<file path="config.mk">
export PLATFORM = sky130hd
export DESIGN_NAME = mrpc_chain
export DESIGN_NICKNAME = d
export VERILOG_FILES = /design/src/mrpc_pkg.sv /design/src/mrpc_chain.sv /design/src/mrpc_sync.sv /design/src/mrpc_buf2.sv
export SDC_FILE = /design/constraint.sdc
export NUM_CORES = 1
export LEC_CHECK = 0
export ABC_AREA = 1
export CAP_MARGIN = 25
export CORE_ASPECT_RATIO = 1.75
export CORE_UTILIZATION = 50
export CTS_BUF_LIST = sky130_fd_sc_hd__clkbuf_4
export DETAILED_ROUTE_END_ITERATION = 10
export DONT_BUFFER_PORTS = 1
export PLACE_DENSITY = 0.77
export SETUP_SLACK_MARGIN = 0.3
export SLEW_MARGIN = 40
export SYNTH_ARGS = -nofsm -noshare
export SYNTH_HDL_FRONTEND = slang
export SYNTH_SLANG_ARGS = --single-unit
</file>
<file path="constraint.sdc">
create_clock -name clk_in -period 4.5 [get_ports clk_in]
set_input_delay 0.9 -clock clk_in [delete_from_list [all_inputs] [get_ports clk_in]]
set_output_delay 0.9 -clock clk_in [all_outputs]
set_load 0.01 [all_outputs]
</file>
<file path="src/mrpc_pkg.sv">
// constants and types for the macrocell register preload chain
//
// How it works
// - registers clear at power-up, finished within 45 us of supply valid
// - preload mode only while preload_select sits at the elevated level
// - chain holds one stage per registered macrocell; others are bypassed
// - one chain shift per rising shift clock edge while the readback buffer has room, one input bit each
// - bits enter the lowest registered macrocell and move upward
// - old register contents shift up and out on serial_state_out
// - low level means register 0, high level means register 1
// - registered output pins always show the inverted stored bit
// - readback works whatever the output enables are doing
// - any pattern loads, normal clocking then resumes from it
// - each pin gives an even true array line and odd complement line
// - sync_mode_cell 0 registered with clock and oe pins, 1 combinational
// - global_arch_cell 1: local_arch_cell 0 registered, 1 combinational
// - global_arch_cell 0: local_arch_cell 0 output always on, 1 input
// - polarity cell 0 active low, 1 active high at combinational pins, the reverse at registered pins
package mrpc_pkg;

  // ----------------------------------------------------------------
  // timing
  // ----------------------------------------------------------------
  localparam int MRPC_CLK_PERIOD_NS = 20;
  localparam int MRPC_CLEAR_TIME_US = 45;
  // longest time, so rounded down
  localparam int MRPC_CLEAR_CYCLES = (MRPC_CLEAR_TIME_US * 1000) / MRPC_CLK_PERIOD_NS;
  localparam int MRPC_CLEAR_CNT_W = 16;

  // ----------------------------------------------------------------
  // sizes and reset values
  // ----------------------------------------------------------------
  localparam int MRPC_NUM_CELLS = 8;
  localparam int MRPC_SYNC_STAGES = 2;
  localparam logic MRPC_REG_RESET = 1'h0;
  localparam logic [1:0] MRPC_BUF_CNT_RESET = 2'h0;
  localparam logic [1:0] MRPC_BUF_FULL = 2'h2;

  // ----------------------------------------------------------------
  // cell encodings
  // ----------------------------------------------------------------
  localparam logic MRPC_SYNC_REGISTERED = 1'h0;
  localparam logic MRPC_GLOBAL_SMALL = 1'h0;
  localparam logic MRPC_LOCAL_REGISTERED = 1'h0;
  localparam logic MRPC_POL_ACTIVE_HIGH = 1'h1;

  typedef enum logic [1:0] {MRPC_MODE_CLEAR, MRPC_MODE_NORMAL, MRPC_MODE_PRELOAD} mrpc_mode_t;

endpackage : mrpc_pkg

</file>
<file path="src/mrpc_chain.sv">
// output macrocell registers with power-up clear and serial preload chain
`timescale 1ns/100ps
module mrpc_chain
  import mrpc_pkg::*;
#(
  parameter int N = MRPC_NUM_CELLS,
  parameter int CLEAR_CYCLES = MRPC_CLEAR_CYCLES
)
(
  input wire logic clk_in,
  input wire logic rst_in,
  input wire logic preload_select_in,
  input wire logic preload_shift_clock_in,
  input wire logic serial_load_in,
  output logic serial_state_out,
  output logic serial_state_oe_out,
  output logic serial_state_valid_out,
  input wire logic serial_state_ready_in,
  input wire logic sync_mode_cell_in,
  input wire logic global_arch_cell_in,
  input wire logic [N-1:0] local_arch_cell_in,
  input wire logic [N-1:0] polarity_cell_in,
  input wire logic global_oe_n_in,
  input wire logic [N-1:0] sum_term_in,
  input wire logic [N-1:0] oe_term_in,
  input wire logic [N-1:0] pin_level_in,
  output logic [N-1:0] pin_out,
  output logic [N-1:0] pin_oe_out,
  output logic [2*N-1:0] array_line_out,
  output logic power_up_done_out,
  output logic preload_active_out,
  output logic [$clog2(N+1)-1:0] chain_length_out
);
  import mrpc_pkg::*;

  localparam int CLW = $clog2(N + 1);

  // ----------------------------------------------------------------
  // pin synchronisers
  // ----------------------------------------------------------------
  logic [N+3:0] raw_pins;
  logic [N+3:0] sync_pins;
  logic preload_s;
  logic sclk_s;
  logic serial_load_in_s;
  logic goe_n_s;
  logic [N-1:0] pins_s;
  logic sclk_d;

  assign raw_pins = {pin_level_in, global_oe_n_in, serial_load_in, preload_shift_clock_in, preload_select_in};
  assign preload_s = sync_pins[0];
  assign sclk_s = sync_pins[1];
  assign serial_load_in_s = sync_pins[2];
  assign goe_n_s = sync_pins[3];
  assign pins_s = sync_pins[N+3:4];

  mrpc_sync #(.WIDTH(N + 4)) u_sync (
    .clk_in(clk_in),
    .rst_in(rst_in),
    .async_in(raw_pins),
    .sync_out(sync_pins)
  );

  always_ff @(posedge clk_in)
  begin
    if (rst_in)
      sclk_d <= 1'h0;
    else
      sclk_d <= sclk_s;
  end

  wire sclk_rise = sclk_s && !sclk_d;

  // ----------------------------------------------------------------
  // architecture decode
  // ----------------------------------------------------------------
  wire registered_mode = (sync_mode_cell_in == MRPC_SYNC_REGISTERED);
  wire large_mode = (global_arch_cell_in != MRPC_GLOBAL_SMALL);
  logic [N-1:0] reg_mask;
  logic [N-1:0] comb_val;
  logic [N-1:0] next_oe;

  // registered membership decides chain stages
  assign reg_mask = (registered_mode && large_mode) ? ~local_arch_cell_in : '0;
  // polarity acts on the function ahead of the register
  assign comb_val = sum_term_in ^ ~polarity_cell_in;

  always_comb
  begin
    next_oe = '0;
    if (!large_mode)
      next_oe = ~local_arch_cell_in;
    else
    begin
      for (int i = 0; i < N; i++)
        next_oe[i] = reg_mask[i] ? (registered_mode && !goe_n_s) : oe_term_in[i];
    end
  end

  // ----------------------------------------------------------------
  // mode sequencing and power-up clear
  // ----------------------------------------------------------------
  mrpc_mode_t mode;
  mrpc_mode_t next_mode;
  logic [MRPC_CLEAR_CNT_W-1:0] clr_cnt;
  wire clr_done = (clr_cnt >= MRPC_CLEAR_CNT_W'(CLEAR_CYCLES - 1));

  always_comb
  begin
    next_mode = mode;
    unique case (mode)
      MRPC_MODE_CLEAR: if (clr_done) next_mode = MRPC_MODE_NORMAL;
      // elevated level qualifies entry, removal ends it
      MRPC_MODE_NORMAL: if (preload_s) next_mode = MRPC_MODE_PRELOAD;
      MRPC_MODE_PRELOAD: if (!preload_s) next_mode = MRPC_MODE_NORMAL;
      default: next_mode = MRPC_MODE_CLEAR;
    endcase
  end

  always_ff @(posedge clk_in)
  begin
    if (rst_in)
    begin
      mode <= MRPC_MODE_CLEAR;
      clr_cnt <= '0;
    end
    else
    begin
      mode <= next_mode;
      if (!clr_done)
        clr_cnt <= clr_cnt + 1'h1;
    end
  end

  // ----------------------------------------------------------------
  // chain shift
  // ----------------------------------------------------------------
  function automatic logic [N:0] mrpc_shift(input logic [N-1:0] q, input logic [N-1:0] m, input logic din);
    logic carry;
    logic [N-1:0] nq;
    carry = din;
    nq = q;
    for (int i = 0; i < N; i++)
    begin
      if (m[i])
      begin
        nq[i] = carry;
        carry = q[i];
      end
    end
    return {carry, nq};
  endfunction : mrpc_shift

  logic [N-1:0] reg_q;
  logic [N:0] shifted;
  logic buf_ready;
  logic buf_valid;
  logic buf_data;

  assign shifted = mrpc_shift(reg_q, reg_mask, serial_load_in_s);
  // shift only when the readback buffer can take the bit out, never on oe state
  wire shift_en = (mode == MRPC_MODE_PRELOAD) && preload_s && sclk_rise && buf_ready;
  wire load_en = (mode == MRPC_MODE_NORMAL) && !preload_s && sclk_rise;

  always_ff @(posedge clk_in)
  begin
    if (rst_in || mode == MRPC_MODE_CLEAR)
      reg_q <= {N{MRPC_REG_RESET}};
    else if (shift_en)
      reg_q <= shifted[N-1:0];
    else if (load_en)
      reg_q <= (reg_q & ~reg_mask) | (comb_val & reg_mask);
  end

  mrpc_buf2 #(.WIDTH(1)) u_buf (
    .clk_in(clk_in),
    .rst_in(rst_in),
    .in_valid_in(shift_en),
    .in_data_in(shifted[N]),
    .in_ready_out(buf_ready),
    .out_valid_out(buf_valid),
    .out_data_out(buf_data),
    .out_ready_in(serial_state_ready_in)
  );

  assign serial_state_out = buf_data;
  assign serial_state_valid_out = buf_valid;
  // open drain: pull low only for a 0 while in preload
  assign serial_state_oe_out = (mode == MRPC_MODE_PRELOAD) && buf_valid && !buf_data;

  // ----------------------------------------------------------------
  // output pins and array lines
  // ----------------------------------------------------------------
  genvar g;
  generate
    for (g = 0; g < N; g++)
    begin : g_lines
      always_ff @(posedge clk_in)
      begin
        if (rst_in)
          array_line_out[2*g+1:2*g] <= 2'h1;
        else
          array_line_out[2*g+1:2*g] <= {~pins_s[g], pins_s[g]};
      end
    end
  endgenerate

  always_ff @(posedge clk_in)
  begin
    if (rst_in)
    begin
      pin_out <= '0;
      pin_oe_out <= '0;
      chain_length_out <= '0;
      power_up_done_out <= 1'h0;
      preload_active_out <= 1'h0;
    end
    else
    begin
      pin_out <= (~reg_q & reg_mask) | (comb_val & ~reg_mask);
      pin_oe_out <= next_oe;
      chain_length_out <= CLW'($countones(reg_mask));
      power_up_done_out <= (mode != MRPC_MODE_CLEAR);
      preload_active_out <= (mode == MRPC_MODE_PRELOAD);
    end
  end

  // ----------------------------------------------------------------
  // assertions
  // ----------------------------------------------------------------
  localparam int CLR_MAX = CLEAR_CYCLES + 2;
  // edges since reset release while the clear is still reported running
  logic [MRPC_CLEAR_CNT_W-1:0] clr_wait;

  always_ff @(posedge clk_in)
  begin
    if (rst_in)
      clr_wait <= '0;
    else if (!power_up_done_out && clr_wait != '1)
      clr_wait <= clr_wait + 1'h1;
  end
  logic [N-1:0] true_lines;
  logic [N-1:0] comp_lines;

  always_comb
  begin
    true_lines = '0;
    comp_lines = '0;
    for (int i = 0; i < N; i++)
    begin
      true_lines[i] = array_line_out[2*i];
      comp_lines[i] = array_line_out[2*i+1];
    end
  end
endmodule : mrpc_chain

</file>
<file path="src/mrpc_sync.sv">
// two-flop synchroniser for pin inputs
`timescale 1ns/100ps
module mrpc_sync
  import mrpc_pkg::*;
#(
  parameter int WIDTH = 1
)
(
  input wire logic clk_in,
  input wire logic rst_in,
  input wire logic [WIDTH-1:0] async_in,
  output logic [WIDTH-1:0] sync_out
);

  logic [WIDTH-1:0] meta;

  always_ff @(posedge clk_in)
  begin
    if (rst_in)
    begin
      meta <= '0;
      sync_out <= '0;
    end
    else
    begin
      meta <= async_in;
      sync_out <= meta;
    end
  end

endmodule : mrpc_sync

</file>
<file path="src/mrpc_buf2.sv">
// two-entry buffer with valid and ready on both sides
`timescale 1ns/100ps
module mrpc_buf2
  import mrpc_pkg::*;
#(
  parameter int WIDTH = 1
)
(
  input wire logic clk_in,
  input wire logic rst_in,
  input wire logic in_valid_in,
  input wire logic [WIDTH-1:0] in_data_in,
  output logic in_ready_out,
  output logic out_valid_out,
  output logic [WIDTH-1:0] out_data_out,
  input wire logic out_ready_in
);

  logic [1:0] count;
  logic [WIDTH-1:0] second;
  wire push = in_valid_in && in_ready_out;
  wire pop = out_valid_out && out_ready_in;

  assign in_ready_out = (count != MRPC_BUF_FULL);
  assign out_valid_out = (count != MRPC_BUF_CNT_RESET);

  always_ff @(posedge clk_in)
  begin
    if (rst_in)
    begin
      count <= MRPC_BUF_CNT_RESET;
      out_data_out <= '0;
      second <= '0;
    end
    else
    begin
      count <= 2'(count + {1'h0, push} - {1'h0, pop});
      if (pop)
        out_data_out <= (count == MRPC_BUF_FULL) ? second : in_data_in;
      else if (push && count == MRPC_BUF_CNT_RESET)
        out_data_out <= in_data_in;
      if (push && (count == MRPC_BUF_FULL - 2'h1) && !pop)
        second <= in_data_in;
      else if (push && count == MRPC_BUF_FULL)
        second <= in_data_in;
    end
  end

endmodule : mrpc_buf2

</file>
=== After elaboration in Yosys (flattened, before gate mapping) ===
Index checks and enable logic that the tools add are counted.

* Output and inout bits: 41
* Flip-flop bits (word level): 93
* Word-level logic and storage cells: 151
* Input bits: 49

* Eq/ne operators: 16
* Multiplexer cells: 37
* $add $sub $neg: 10
* Order comparisons: 1
* Bitwise logic cells: 20
* Reductions and logical operators: 38

{| class="wikitable"
|+ Operator list
! operator !! count
|-
| $and 8x8->8 || 4
|-
| $mux 8 || 4
|-
| $not 8->8 || 4
|-
| $mux 1 || 29
|-
| $ne 2x2->1 const B || 11
|-
| $add 16x1->16 const B || 1
|-
| $ge 16x12->1 const B || 1
|-
| $logic_and 1x1->1 || 16
|-
| $or 8x8->8 || 2
|-
| $reduce_and 2->1 || 8
|-
| $reduce_bool 2->1 || 5
|-
| $not 1->1 || 9
|-
| $add 1x1->2 || 4
|-
| $xor 8x8->8 || 1
|-
| $add 2x2->3 || 2
|-
| $mux 2 || 3
|-
| $pmux 2 s3 || 1
|-
| $logic_not 1->1 || 5
|-
| $add 3x3->4 || 1
|-
| $eq 2x1->1 const B || 2
|-
| $eq 2x2->1 const B || 2
|-
| $logic_not 2->1 || 2
|-
| $reduce_and 3->1 || 1
|-
| $add 2x1->2 || 1
|-
| other kinds (3) || 3
|}

=== Logic depth before layout (Yosys ltp) ===
* Word-level depth: 13
* Mapped depth: 14
* Mapped depth without buffers: 14

=== Cells and area by module ===
Synthesis repeated with hierarchy kept, for this count alone.

* Cell total of the unflattened synthesis: 471
* Area, all modules: 3801.1 µm²

{| class="wikitable"
|+ Modules (own cells, without submodules)
! module !! instances !! sequential area each (µm²) !! area an instance (µm²) !! cells each
|-
| mrpc_chain || 1 || 1301.2 || 2867.8 || 355
|-
| mrpc_sync || 1 || 480.5 || 683.2 || 74
|-
| mrpc_buf2 || 1 || 80.1 || 250.2 || 42
|}

=== Worst setup path before layout ===
No wires, ideal clock.

* Path type: in2reg
* Start point: input port global_arch_cell_in
* End point: register chain_length_out[2]
* Library setup time: 0.128 ns
* Required time: 4.372 ns
* Arrival time: 3.675 ns
* Slack: 0.697 ns
* Cell stages on the path: 14
* Buffers on the path: 0
* Cells stage by stage: inv_2 nor2_4 inv_2 nor2_1 inv_2 fa_1 fa_1 inv_1 fa_1 ha_1 inv_1 fa_1 xor2_1 nor2_1

* Word-level cells in the longest chain between the ends: 5
* Elaborated cells on any way between the ends: 9
* Classes of those cells: add/sub (7); mux (1); reduce/logical (1)

{| class="wikitable"
|+ Ends and longest elaborated chain
! what !! RTL line !! source
|-
| from (decl) || mrpc_chain.sv:20 || <nowiki>input wire logic global_arch_cell_in,</nowiki>
|-
| $logic_and 1x1->1 (*) || mrpc_chain.sv:84 || <nowiki>assign reg_mask = (registered_mode && large_mode) ? ~local_arch_cell_in : '0;</nowiki>
|-
| $mux 8 (*) || mrpc_chain.sv:84 ||
|-
| $add 1x1->2 (implied by the code) || mrpc_chain.sv:222 || <nowiki>chain_length_out <= CLW'($countones(reg_mask));</nowiki>
|-
| $add 2x2->3 (implied by the code) || mrpc_chain.sv:222 ||
|-
| $add 3x3->4 (implied by the code) (*) || mrpc_chain.sv:222 ||
|-
| to (signal assigned) || mrpc_chain.sv:222 ||
|-
| to (decl) || mrpc_chain.sv:32 || <nowiki>output logic [$clog2(N+1)-1:0] chain_length_out</nowiki>
|}

Every way passes the cells marked *; elsewhere a longest branch is shown, timed or not.
A chain may end at the register's enable or synchronous reset.

=== Worst setup path in the final report ===
Ends and elaborated chain as after synthesis.

==> results.sh <==
export IMPL_die_area_um2=7970
export IMPL_first_pass_iters=4
export IMPL_fmax_mhz=286
export IMPL_worst_pin_slew_ns=0.731
export IMPL_synth_ff_latch_count=93
export IMPL_ys_top_cells_by_area="dfxtp_1, inv_1, nor2_1"
export IMPL_ys_types=41
export IMPL_clk_latency_ns=0.45
export IMPL_layout_common_cells="dfxtp_1, inv_1, nor2_1, nand2_1, a21oi_1"
export IMPL_rsz0062_at_grt="false"
export IMPL_cp_slowest_stage_delay_ns=0.56
export IMPL_setup_viol=0
export IMPL_synth_edff_count=0
export IMPL_yosys_warnings=0
export IMPL_cpMostUsedCell="fa_1"
export IMPL_status="complete, no violations"
export IMPL_cts_setup_buffers=0
export IMPL_r2r_cells=11
export IMPL_synthArstFlopShare_pct=0
export IMPL_critPathBufInv=5
export IMPL_cts_sinks=93
export IMPL_layout_commonest_cell="dfxtp_1"
export IMPL_start_kind="primary input"
export IMPL_cts_tree="yes"
export IMPL_core_area_um2=7280
export IMPL_dp_hpwl_um=5550
export IMPL_critPathCaptureType="register"
export IMPL_totalWireLength_um=7550
export IMPL_root_buffer="clkbuf_4"
export IMPL_grt_usage_pct=21.0
export IMPL_start_util_pct=52.2
export IMPL_syn_avg_cell_area_um2=8.17
export IMPL_r2r_slack_ns=2.52
export IMPL_synth_flop_cell="dfxtp_1"
export IMPL_htreeDepth=3
export IMPL_layout_setup_ws_ns=1.00
export IMPL_drive_above_1_share_pct=12.3
export IMPL_cp_top_family="adder cells"
export IMPL_syn_nets=526
export IMPL_fin_nets=528
export IMPL_vias=2867
export IMPL_rr_endpoint="clr_cnt[6]$_SDFFE_PP0N_"
export IMPL_grt_pass1_vias=2835
export IMPL_leakage_uw=0.00181
export IMPL_fill_cells=681
export IMPL_crit_slowest_cell="fa_1"
export IMPL_grt_pass1_wl_um=12400
export IMPL_syn2layout_area_growth_pct=5.89
export IMPL_cp_max_fo=11
export IMPL_row_count=41
export IMPL_crit_type="primary input to register"
export IMPL_min_from="u_sync.sync_out[9]$_SDFF_PP0_"
export IMPL_synth_cell_area_um2=3800
export IMPL_post_cts_resize_count=0
export IMPL_crit_chain="inv_2 > nor2_4 > inv_2 > nor2_1 > inv_2 > fa_1 > fa_1 > inv_1 > fa_1 > ha_1 > inv_1 > fa_1 > xor2_1 > nor2_1"
export IMPL_hold_depth=1
export IMPL_viasPerCell=5.13
export IMPL_syn_inst=465
export IMPL_die_x_um=67.9
export IMPL_vdd_drop_max_uv=209
export IMPL_slew_headroom_pct=51.0
export IMPL_wl_per_cell_um=13.5
export IMPL_r2r_start="clr_cnt[1]$_SDFFE_PP0N_"
export IMPL_grt_max_degree=68
export IMPL_fin_tns_setup_ns=0
export IMPL_io_pins=90
export IMPL_fin_crit_sh_pct=77.8
export IMPL_netlist_area_leader_share_pct=49.0
export IMPL_critPathArrivalTime_ns=3.90
export IMPL_gp_congestion=0.867
export IMPL_drv_slew=0
export IMPL_antenna_found_initial=1
export IMPL_holdPathEnd="array_line_out[11]$_SDFF_PP0_"
export IMPL_yosysTopAreaCell="dfxtp_1"
export IMPL_fin_skew_ns=0.0132
export IMPL_route_detailed_drc=0
export IMPL_holdBufCountCts=0
export IMPL_drt_iter0_markers=168
export IMPL_hold_class="register to register"
export IMPL_cp_required_ns=4.90
export IMPL_grt_overflow_total=0
export IMPL_powerDensity_nw_per_um2=371
export IMPL_dp_slack_ns=0.526
export IMPL_hold_viol_final=0
export IMPL_min_period_ns=3.50
export IMPL_numCtsBuffers=9
export IMPL_cap_violations=0
export IMPL_clk_path_buf_depth=2
export IMPL_die_y_um=117
export IMPL_final_antenna_net_count=0
export IMPL_ys_seq_area_share_pct=49.0
export IMPL_clk_pin_slew_ns=0.15
export IMPL_portBuffers=0
[area by class of cell]
type                            instances  area [um2]  share of cell area [%]
Sequential cell                        93        1860                    46.3
Multi-Input combinational cell        263        1520                    37.8
Inverter                              100         380                    9.45
Tap cell                               86         108                    2.67
Clock inverter                          6        76.3                    1.90
Clock buffer                           10        75.1                    1.87
Antenna cell                            1        2.50                  0.0622
[worst max path at each step]
stage          depth (start not counted)  slack, ns                start                             end
2_1_floorplan                         14       0.70  global_arch_cell_in  chain_length_out[2]$_SDFF_PP0_
3_3_place_gp                          14       0.62  global_arch_cell_in  chain_length_out[2]$_SDFF_PP0_
3_5_place_dp                          14       0.53  global_arch_cell_in  chain_length_out[2]$_SDFF_PP0_
4_1_cts                               14       1.03  global_arch_cell_in  chain_length_out[2]$_SDFF_PP0_
5_1_grt                               14       0.88  global_arch_cell_in  chain_length_out[2]$_SDFF_PP0_
6_report                              14        1.0  global_arch_cell_in  chain_length_out[2]$_SDFF_PP0_
[power breakdown]
group | total [uW] | internal [uW] | leakage, uW | switching [uW]
registers | 893 | 863 | 0.000766 | 29.5
clock network | 487 | 188 | 0.0000843 | 299
logic | 114 | 43.2 | 0.000959 | 71.2
total | 1490 | 1090 | 0.00181 | 400
[metal layers]
| layer | part of all wire [%] | global-route usage (%) |
|---|---|---|
| met5 | 0 | 0 |
| met4 | 3.8 | 11.5 |
| met3 | 4.8 | 6.81 |
| met2 | 55 | 37.2 |
| met1 | 37 | 20.2 |
[worst register-to-register path, stage by stage, from the launching register on]
cell      delay [ns]
dfxtp_1         0.39
inv_1           0.10
ha_1            0.18
nor2_1          0.09
a21oi_1         0.09
o211ai_2        0.15
nand2_2         0.11
inv_2           0.13
nand3_2         0.12
nor3_1          0.26
a31oi_1         0.14
o21a_1          0.12
[Yosys cell counts (2+ instances only)]
cell type	count
dfxtp_1	93
inv_1	84
nor2_1	68
nand2_1	46
a21oi_1	39
nand3_1	19
inv_2	13
nand3_2	9
o21ai_1	9
ha_1	8
xnor2_1	8
a31oi_1	7
o21ai_0	6
buf_1	5
nor3_1	5
fa_1	4
nand4_1	4
nor2_4	4
clkbuf_1	3
nand2_2	3
xor2_1	3
inv_4	2
nor2_2	2
nor4_1	2
o2111ai_1	2
or2_2	2
[registers in the layout, summed over array words and instances (netlist names), named ones only]
name and cells:
u_buf.second 1, pin_oe_out 8, u_sync.meta 12, mode 2, preload_active_out 1, u_sync.sync_out 12, u_buf.out_data_out 1, sclk_d 1
pin_out 8, u_buf.count 2, power_up_done_out 1, clr_cnt 16, array_line_out 16, chain_length_out 4
[cell families after synthesis]
logic type,Yosys count,share of synthesized area (%)
simple gates,172,22.8
buf+inv,109,11.0
xor+xnor,11,2.54
flops,93,49.0
fa+ha+maj,12,4.74
compound gates,68,9.91
[metrics by stage]
| stage | hold WS, ns | std cells | util, % | power, uW | cell area [um2] |
|---|---|---|---|---|---|
| 6_report | 0.399 | 559 | 55.2 | 1490 | 4020 |
| 5_1_grt | 0.411 | 559 | 55.2 | 1560 | 4020 |
| 4_1_cts | 0.400 | 558 | 55.2 | 1510 | 4020 |
| 3_5_place_dp | 0.381 | 542 | 53.1 | 1020 | 3870 |
| 3_3_place_gp | 0.377 | 542 | 53.1 | 1020 | 3870 |
| 2_1_floorplan | 0.374 | 465 | - | 1010 | 3800 |
Power figures use the tool's default switching activity.
